File: src/logic/ptbi_cfg.svh
// register offsets, field positions, control reset value, divider width and response codes for the timebase block
`ifndef PTBI_CFG_SVH
`define PTBI_CFG_SVH
`define PTBI_CTRL_ADDR 4'h0
`define PTBI_STAT_ADDR 4'h4
`define PTBI_MASK_ADDR 4'h8
`define PTBI_BIT_RATE_LO 4
`define PTBI_BIT_RATE_HI 6
`define PTBI_BIT_FLAG 7
`define PTBI_BIT_ACK 3
`define PTBI_BIT_IRQEN 2
`define PTBI_BIT_EN 1
`define PTBI_CTRL_RESET 8'h00
`define PTBI_DIV_BITS 23
`define PTBI_RESP_OKAY 2'h0
`define PTBI_RESP_SLVERR 2'h2
`endif

File: src/logic/ptbi_pkg.sv
// types shared by the timebase block
`default_nettype none
package ptbi_pkg;
  typedef enum logic [1:0] {
    PTBI_IDLE = 2'b00,
    PTBI_WRESP = 2'b01,
    PTBI_RRESP = 2'b10
  } ptbi_bus_state_t;
endpackage : ptbi_pkg
`default_nettype wire

File: src/logic/ptbi_if.sv
// run, tap select, tick and wrap path between the control logic and the divider chain
`default_nettype none
interface ptbi_if;
  logic run;
  logic [2:0] rate;
  logic tap_set;
  logic tick;
  logic wrap;
  modport ctrl (output run, output rate, output tap_set, output tick, input wrap);
  modport chain (input run, input rate, input tap_set, input tick, output wrap);
endinterface : ptbi_if
`default_nettype wire

File: src/logic/ptbi_divider.sv
// divider chain with selectable rollover tap
`include "ptbi_cfg.svh"
`default_nettype none
module ptbi_divider (
  // clock and reset
  input wire logic aclk,
  input wire logic aresetn,
  // control side
  ptbi_if.chain dv
);
  logic [`PTBI_DIV_BITS-1:0] cnt_ff;
  logic [`PTBI_DIV_BITS-1:0] nxt_cnt;
  logic wrap_ff;
  logic nxt_wrap;
  logic [4:0] tap_idx;

  // tap index: divider 2^(n), wrap when bit (n-1) rises from zero to one
  always_comb
  begin
    case ({dv.tap_set, dv.rate})
      4'h0: tap_idx = 5'h0F;
      4'h1: tap_idx = 5'h0D;
      4'h2: tap_idx = 5'h0B;
      4'h3: tap_idx = 5'h07;
      4'h4: tap_idx = 5'h06;
      4'h5: tap_idx = 5'h05;
      4'h6: tap_idx = 5'h04;
      4'h7: tap_idx = 5'h03;
      4'h8: tap_idx = 5'h16;
      4'h9: tap_idx = 5'h14;
      4'hA: tap_idx = 5'h12;
      4'hB: tap_idx = 5'h0E;
      4'hC: tap_idx = 5'h0D;
      4'hD: tap_idx = 5'h0C;
      4'hE: tap_idx = 5'h0B;
      4'hF: tap_idx = 5'h0A;
      default: tap_idx = 5'h0F;
    endcase
  end

  // counter held at zero while disabled; rollover of the tap bit gives the event
  always_comb
  begin
    nxt_cnt = cnt_ff;
    nxt_wrap = 1'b0;
    if (!dv.run)
    begin
      nxt_cnt = '0;
    end
    else if (dv.tick)
    begin
      nxt_cnt = cnt_ff + 1'b1;
      // tap bit is bit (idx-1); its rising edge first comes after half the period,
      // then once every full period
      nxt_wrap = ~cnt_ff[tap_idx - 5'h01] & nxt_cnt[tap_idx - 5'h01];
    end
  end

  always_ff @(posedge aclk)
  begin
    if (!aresetn)
    begin
      cnt_ff <= '0;
      wrap_ff <= 1'b0;
    end
    else
    begin
      cnt_ff <= nxt_cnt;
      wrap_ff <= nxt_wrap;
    end
  end

  assign dv.wrap = wrap_ff;
endmodule : ptbi_divider
`default_nettype wire

File: src/logic/ptbi_top.sv
// timebase control register, AXI4-Lite slave, interrupt and clock select
// Contract
// - counter held zero while disabled
// - flag set at selected tap rollover
// - irq when flag and enable set; the code also needs the mask register bit set
// - ack write one clears flag, reads zero
// - first event about half period
// - external clock used when enabled
// - rate codes pick the tabulated taps
// - stop mode counts only if oscillator runs
// - otherwise inactive and unreachable in stop
// - wait mode counts, register unreachable
// - disabling leaves flag unchanged
// - reset clears both enables
// - fifteen stage divider chain; the code uses a 23 bit chain, taps up to 2^22 with tap_set_select
`include "ptbi_cfg.svh"
`default_nettype none
module ptbi_top (
  // clock and reset
  input wire logic aclk,
  input wire logic aresetn,
  // axi4-lite write address and data
  input wire logic [3:0] s_axi_awaddr,
  input wire logic s_axi_awvalid,
  output logic s_axi_awready,
  input wire logic [31:0] s_axi_wdata,
  input wire logic [3:0] s_axi_wstrb,
  input wire logic s_axi_wvalid,
  output logic s_axi_wready,
  // axi4-lite write response
  output logic [1:0] s_axi_bresp,
  output logic s_axi_bvalid,
  input wire logic s_axi_bready,
  // axi4-lite read
  input wire logic [3:0] s_axi_araddr,
  input wire logic s_axi_arvalid,
  output logic s_axi_arready,
  output logic [31:0] s_axi_rdata,
  output logic [1:0] s_axi_rresp,
  output logic s_axi_rvalid,
  input wire logic s_axi_rready,
  // clock sources, pulses synchronous to aclk
  input wire logic external_clock,
  input wire logic internal_clock,
  // clock generator and power mode status
  input wire logic external_clock_on,
  input wire logic osc_run_in_stop,
  input wire logic tap_set_select,
  input wire logic wait_mode,
  input wire logic stop_mode,
  // interrupt
  output logic irq
);
  ptbi_if dv ();
  ptbi_pkg::ptbi_bus_state_t st_ff;
  ptbi_pkg::ptbi_bus_state_t nxt_st;
  logic [7:0] ctrl_ff;
  logic [7:0] nxt_ctrl;
  logic mask_ff;
  logic nxt_mask;
  logic irq_ff;
  logic nxt_irq;
  logic [31:0] rdata_ff;
  logic [31:0] nxt_rdata;
  logic [1:0] resp_ff;
  logic [1:0] nxt_resp;
  logic aw_ff;
  logic nxt_aw;
  logic w_ff;
  logic nxt_w;
  logic [3:0] awaddr_ff;
  logic [3:0] nxt_awaddr;
  logic [31:0] wdata_ff;
  logic [31:0] nxt_wdata;
  logic wstrb0_ff;
  logic nxt_wstrb0;
  logic blocked;
  logic active;
  logic do_write;
  logic set_flag;

  // cpu cannot reach the register in wait or stop
  assign blocked = wait_mode | stop_mode;
  // in stop only an oscillator kept running lets the chain count
  assign active = !stop_mode || osc_run_in_stop;
  assign dv.run = ctrl_ff[`PTBI_BIT_EN];
  assign dv.rate = ctrl_ff[`PTBI_BIT_RATE_HI:`PTBI_BIT_RATE_LO];
  assign dv.tap_set = tap_set_select;
  // external source wins whenever it is switched on
  assign dv.tick = active & (external_clock_on ? external_clock : internal_clock);
  assign set_flag = dv.wrap;
  assign do_write = aw_ff & w_ff & (st_ff == ptbi_pkg::PTBI_IDLE);

  ptbi_divider u_div (
    .aclk(aclk),
    .aresetn(aresetn),
    .dv(dv)
  );

  // bus handshake: address and data latched in either order, one answer each
  always_comb
  begin
    nxt_st = st_ff;
    nxt_aw = aw_ff;
    nxt_w = w_ff;
    nxt_awaddr = awaddr_ff;
    nxt_wdata = wdata_ff;
    nxt_wstrb0 = wstrb0_ff;
    nxt_rdata = rdata_ff;
    nxt_resp = resp_ff;
    if (s_axi_awvalid && !aw_ff && st_ff == ptbi_pkg::PTBI_IDLE)
    begin
      nxt_aw = 1'b1;
      nxt_awaddr = s_axi_awaddr;
    end
    if (s_axi_wvalid && !w_ff && st_ff == ptbi_pkg::PTBI_IDLE)
    begin
      nxt_w = 1'b1;
      nxt_wdata = s_axi_wdata;
      nxt_wstrb0 = s_axi_wstrb[0];
    end
    case (st_ff)
      ptbi_pkg::PTBI_IDLE:
      begin
        if (do_write)
        begin
          nxt_aw = 1'b0;
          nxt_w = 1'b0;
          nxt_st = ptbi_pkg::PTBI_WRESP;
          // unreachable register in low power answers with an error
          nxt_resp = (blocked || awaddr_ff > `PTBI_MASK_ADDR || awaddr_ff[1:0] != 2'h0)
            ? `PTBI_RESP_SLVERR : `PTBI_RESP_OKAY;
        end
        else if (s_axi_arvalid && !aw_ff && !w_ff)
        begin
          nxt_st = ptbi_pkg::PTBI_RRESP;
          nxt_resp = `PTBI_RESP_OKAY;
          nxt_rdata = 32'h0000_0000;
          if (blocked)
          begin
            nxt_resp = `PTBI_RESP_SLVERR;
          end
          else
          begin
            case (s_axi_araddr)
              `PTBI_CTRL_ADDR: nxt_rdata = {24'h000000, ctrl_ff};
              `PTBI_STAT_ADDR: nxt_rdata = {31'h0, ctrl_ff[`PTBI_BIT_FLAG]};
              `PTBI_MASK_ADDR: nxt_rdata = {31'h0, mask_ff};
              default: nxt_resp = `PTBI_RESP_SLVERR;
            endcase
          end
        end
      end
      ptbi_pkg::PTBI_WRESP:
      begin
        if (s_axi_bready)
        begin
          nxt_st = ptbi_pkg::PTBI_IDLE;
        end
      end
      ptbi_pkg::PTBI_RRESP:
      begin
        if (s_axi_rready)
        begin
          nxt_st = ptbi_pkg::PTBI_IDLE;
        end
      end
      default: nxt_st = ptbi_pkg::PTBI_IDLE;
    endcase
  end

  // register file; a rollover in the clearing cycle keeps the flag set
  always_comb
  begin
    nxt_ctrl = ctrl_ff;
    nxt_mask = mask_ff;
    if (do_write && !blocked && wstrb0_ff)
    begin
      if (awaddr_ff == `PTBI_CTRL_ADDR)
      begin
        nxt_ctrl[`PTBI_BIT_RATE_HI:`PTBI_BIT_RATE_LO] =
          wdata_ff[`PTBI_BIT_RATE_HI:`PTBI_BIT_RATE_LO];
        nxt_ctrl[`PTBI_BIT_IRQEN] = wdata_ff[`PTBI_BIT_IRQEN];
        nxt_ctrl[`PTBI_BIT_EN] = wdata_ff[`PTBI_BIT_EN];
        if (wdata_ff[`PTBI_BIT_ACK])
        begin
          nxt_ctrl[`PTBI_BIT_FLAG] = 1'b0;
        end
      end
      else if (awaddr_ff == `PTBI_STAT_ADDR && wdata_ff[0])
      begin
        nxt_ctrl[`PTBI_BIT_FLAG] = 1'b0;
      end
      else if (awaddr_ff == `PTBI_MASK_ADDR)
      begin
        nxt_mask = wdata_ff[0];
      end
    end
    if (set_flag)
    begin
      nxt_ctrl[`PTBI_BIT_FLAG] = 1'b1;
    end
    nxt_ctrl[`PTBI_BIT_ACK] = 1'b0;
    nxt_ctrl[0] = 1'b0;
    // flag and enable raise the cpu request, mask register also gates it
    nxt_irq = nxt_ctrl[`PTBI_BIT_FLAG] & nxt_ctrl[`PTBI_BIT_IRQEN] & nxt_mask;
  end

  always_ff @(posedge aclk)
  begin
    if (!aresetn)
    begin
      st_ff <= ptbi_pkg::PTBI_IDLE;
      ctrl_ff <= `PTBI_CTRL_RESET;
      mask_ff <= 1'b1;
      irq_ff <= 1'b0;
      rdata_ff <= 32'h0000_0000;
      resp_ff <= 2'h0;
      aw_ff <= 1'b0;
      w_ff <= 1'b0;
      awaddr_ff <= 4'h0;
      wdata_ff <= 32'h0000_0000;
      wstrb0_ff <= 1'b0;
    end
    else
    begin
      st_ff <= nxt_st;
      ctrl_ff <= nxt_ctrl;
      mask_ff <= nxt_mask;
      irq_ff <= nxt_irq;
      rdata_ff <= nxt_rdata;
      resp_ff <= nxt_resp;
      aw_ff <= nxt_aw;
      w_ff <= nxt_w;
      awaddr_ff <= nxt_awaddr;
      wdata_ff <= nxt_wdata;
      wstrb0_ff <= nxt_wstrb0;
    end
  end

  // ready flags are registered: awready/wready pulse for one cycle as the request is latched into the free slot
  logic awready_ff;
  logic wready_ff;
  logic arready_ff;
  always_ff @(posedge aclk)
  begin
    if (!aresetn)
    begin
      awready_ff <= 1'b0;
      wready_ff <= 1'b0;
      arready_ff <= 1'b0;
    end
    else
    begin
      awready_ff <= s_axi_awvalid && !aw_ff && !awready_ff && st_ff == ptbi_pkg::PTBI_IDLE;
      wready_ff <= s_axi_wvalid && !w_ff && !wready_ff && st_ff == ptbi_pkg::PTBI_IDLE;
      // one-cycle pulse with the first cycle of the read answer
      arready_ff <= (st_ff == ptbi_pkg::PTBI_IDLE) && (nxt_st == ptbi_pkg::PTBI_RRESP);
    end
  end

  assign s_axi_awready = awready_ff;
  assign s_axi_wready = wready_ff;
  assign s_axi_arready = arready_ff;
  assign s_axi_bvalid = (st_ff == ptbi_pkg::PTBI_WRESP);
  assign s_axi_bresp = resp_ff;
  assign s_axi_rvalid = (st_ff == ptbi_pkg::PTBI_RRESP);
  assign s_axi_rdata = rdata_ff;
  assign s_axi_rresp = resp_ff;
  assign irq = irq_ff;
endmodule : ptbi_top
`default_nettype wire

File: config.mk
export PLATFORM = sky130hd
export DESIGN_NAME = ptbi_top
export DESIGN_NICKNAME = d
export VERILOG_FILES = /design/src/logic/ptbi_pkg.sv /design/src/logic/ptbi_if.sv /design/src/logic/ptbi_divider.sv /design/src/logic/ptbi_top.sv
export VERILOG_INCLUDE_DIRS = /design/src /design/src/logic
export SDC_FILE = /design/constraint.sdc
export NUM_CORES = 1
export LEC_CHECK = 0
export BUFFER_PORTS_ARGS = -buffer_cell sky130_fd_sc_hd__buf_2
export CORE_AREA = 2 2 86 88
export DETAILED_ROUTE_END_ITERATION = 16
export DIE_AREA = 0 0 88 90
export PLACE_DENSITY = 0.78
export SLEW_MARGIN = 5
export SYNTH_ARGS = -nofsm -noshare
export SYNTH_HDL_FRONTEND = slang
export SYNTH_SLANG_ARGS = --single-unit
File: constraint.sdc
create_clock -name aclk -period 3.9 [get_ports aclk]
set_clock_uncertainty 0.2 [all_clocks]
set_input_delay 0.39 -clock aclk [delete_from_list [all_inputs] [get_ports aclk]]
set_output_delay 0.39 -clock aclk [all_outputs]
set_load 0.01 [all_outputs]
==> qor.txt <==
status: finished clean
Crit Path Class: reg2reg
unrepaired setup endpoints after global routing: false
# Post-CTS Setup Buffers: 0
Final nets: 510
Pwr Density: 373 nW/µm²
total track usage: 18.9%
Die Width: 88 µm
CP Max Fanout: 19
# hold bufs at CTS: 0
row count: 31
area delta synth->final: 11.8%
Relative slew margins: 60.7%
clock tree from TritonCTS: yes
peak supply drop: 0.000248 V
Clock Sinks: 59
fin crit period: 3.05 ns
synthesized area per cell: 8.54 µm²
synth warn: 0
Clk pin slew, worst setup/hold paths: 0.07 ns
maxcap violations: 0
DP Cell Count: 535
CP arrival: 3.13 ns
EDFF count, synth: 0
initial core utilization: 49.9%
clk_lat worst skew: 0.35 ns
Routed Antenna Nets: 0
cell count after synthesis: 410
routability cong.: 0.822
die area: 7920 µm²
total CTS buffers: 9
H-tree Lvls: 3
startpoint types: register
Yosys reg bits: 59
per-cell routed wire length: 12.9 µm
Sum Neg Setup Slack: 0 ns
share of cells above drive strength 1: 17.7%
vias in the first global route: 2641
Final setup viols: 0
fill cell count: 651
Leakage: 0.00150 µW
Worst-Margin Slew: 0.586 ns
WHS: 0.0822 ns
initial antenna violation count: 0
Fmax: 327 MHz
# DRC: 0
Post-synth ARST share: 0%
Die Ht: 90 µm
GRT Residual Overflow: 0
Boundary Pins: 100
clock buffer depth: 2
Post-Layout Cell Count: 551
Detailed Place HPWL: 5040 µm
Final Cell Area: 3910 µm²
Final Hold Viols: 0
CP Capture Type: register
worst r2r path cells: 8
register area share after synthesis: 33.7%
Root Buffer: clkbuf_8
unique cell type count in the Yosys netlist: 57
# resized after CTS: 0
Most used DFF post-synth: dfxtp_1
hold depth: 3
final wirelength: 7120 µm
Initial DRC Count: 114
Tcrit/Tclk final: 78.3%
port buffer count: 44
Mapped Area: 3500 µm²
core footprint: 7020 µm²
commonest non-fill, non-tap cells in the layout: dfxtp_1, nand2_1, buf_2, nor2_1, conb_1
DP Area: 3660 µm²
Pre-antenna DRT Iters: 4
n_diodes: 0
first-pass GRT wire length: 11900 µm
most common cell after layout, fill and taps aside: dfxtp_1
WP data required: 3.98 ns
post-DR vias/cell: 5.27
fin. max-slew vios: 0
vias after detailed routing: 2902
Hold Crit Class: in2reg
pin count of the biggest net entering global routing: 37
-- worst paths after layout --
check,startpoint,end,slack [ns]
worst max-delay path,ctrl_ff[6]$_SDFFE_PN0P_,u_div.dv.wrap$_SDFF_PN0_,0.85
worst max register to register,ctrl_ff[6]$_SDFFE_PN0P_,u_div.dv.wrap$_SDFF_PN0_,0.85
worst min-delay path,s_axi_wdata[5],wdata_ff[5]$_SDFFE_PN0P_,0.08
worst min register to register,s_axi_awready$_SDFF_PN0_,s_axi_awready$_SDFF_PN0_,0.23
-- Yosys cell counts, drive strengths merged, types with 3 or more instances --
library cell / instances / area share, %
a211oi: 5 / 1.1
a21boi: 9 / 1.9
a21oi: 13 / 1.9
a221oi: 3 / 0.75
a22oi: 6 / 1.3
a31oi: 6 / 1.1
and3: 7 / 1.3
buf: 35 / 7.3
clkbuf: 14 / 1.8
dfxtp: 59 / 34
ha: 5 / 1.8
inv: 10 / 1.1
mux2i: 16 / 4.6
mux4: 3 / 2.1
nand2: 47 / 5.3
nand2b: 3 / 0.54
nand3: 19 / 2.7
nand3b: 5 / 1.1
nand4: 12 / 2.1
nor2: 38 / 4.1
nor2b: 21 / 4.2
nor3: 4 / 1.1
nor3b: 6 / 1.3
nor4: 3 / 0.54
o21ai: 4 / 0.57
or3: 3 / 0.54
xnor2: 9 / 3.0
xor2: 18 / 4.5
-- metal layers --
layer  wire length (µm)  global-route usage (%)  up-vias
li1                   -                       -     1455
met1               3150                    22.7     1355
met2               3420                    30.5       79
met3                416                    5.97       13
met4                131                    8.33        0
met5                  0                       0        -
-- cell families after synthesis --
family,count (synthesis),share of synthesized area [%]
AO/OA/AOI/OAI,62,13.0
XOR/XNOR,27,7.50
adder cells (fa/ha/maj),5,1.79
buffers and inverters,59,10.2
flip-flops,59,33.7
multiplexers,20,7.04
other,1,0.107
AND/OR/NAND/NOR,177,26.6
-- area by class of cell --
class,count,area (µm²),area share [%]
inverter,10,40.0,1.02
timing repair buffer,49,258,6.59
sequential,59,1180,30.2
clock inverter,6,113,2.88
tap,99,124,3.16
multi-input combinational,318,2060,52.7
clock buffer,10,138,3.52
-- flip-flops by register name, indices dropped and copies added, names as in the netlist --
register / flops
aw_ff: 1
awaddr_ff: 4
ctrl_ff: 6
irq: 1
mask_ff: 1
s_axi_arready: 1
s_axi_awready: 1
s_axi_bresp: 1
s_axi_rdata: 7
s_axi_wready: 1
st_ff: 2
u_div.cnt_ff: 23
u_div.dv.wrap: 1
w_ff: 1
wdata_ff: 7
wstrb0_ff: 1
-- power by group --
part / switching (µW) / leakage, µW / internal (µW) / total (µW)
clock: 255 / 0.000126 / 443 / 698
sequential: 12.7 / 0.000478 / 620 / 633
combinational: 79.7 / 0.000897 / 49.4 / 129
-- critical path: stages (launching register included) --
cell and delay [ns]:
dfxtp_1 0.50, nor2b_4 0.27, xnor2_4 0.23, inv_4 0.19
ha_1 0.34, buf_4 0.19, or4_1 0.55, a211oi_1 0.27
o32a_1 0.22
-- per-stage QoR --
stage	utilization [%]	power, µW	worst slack (ns)
finish	55.7	1460	0.845
global route	55.7	1520	0.690
CTS	55.7	1470	0.873
detailed placement	52.2	775	0.868
global placement	52.2	770	0.900
floorplan	-	757	1.15
Note: power is estimated with default switching activity, not from simulation.
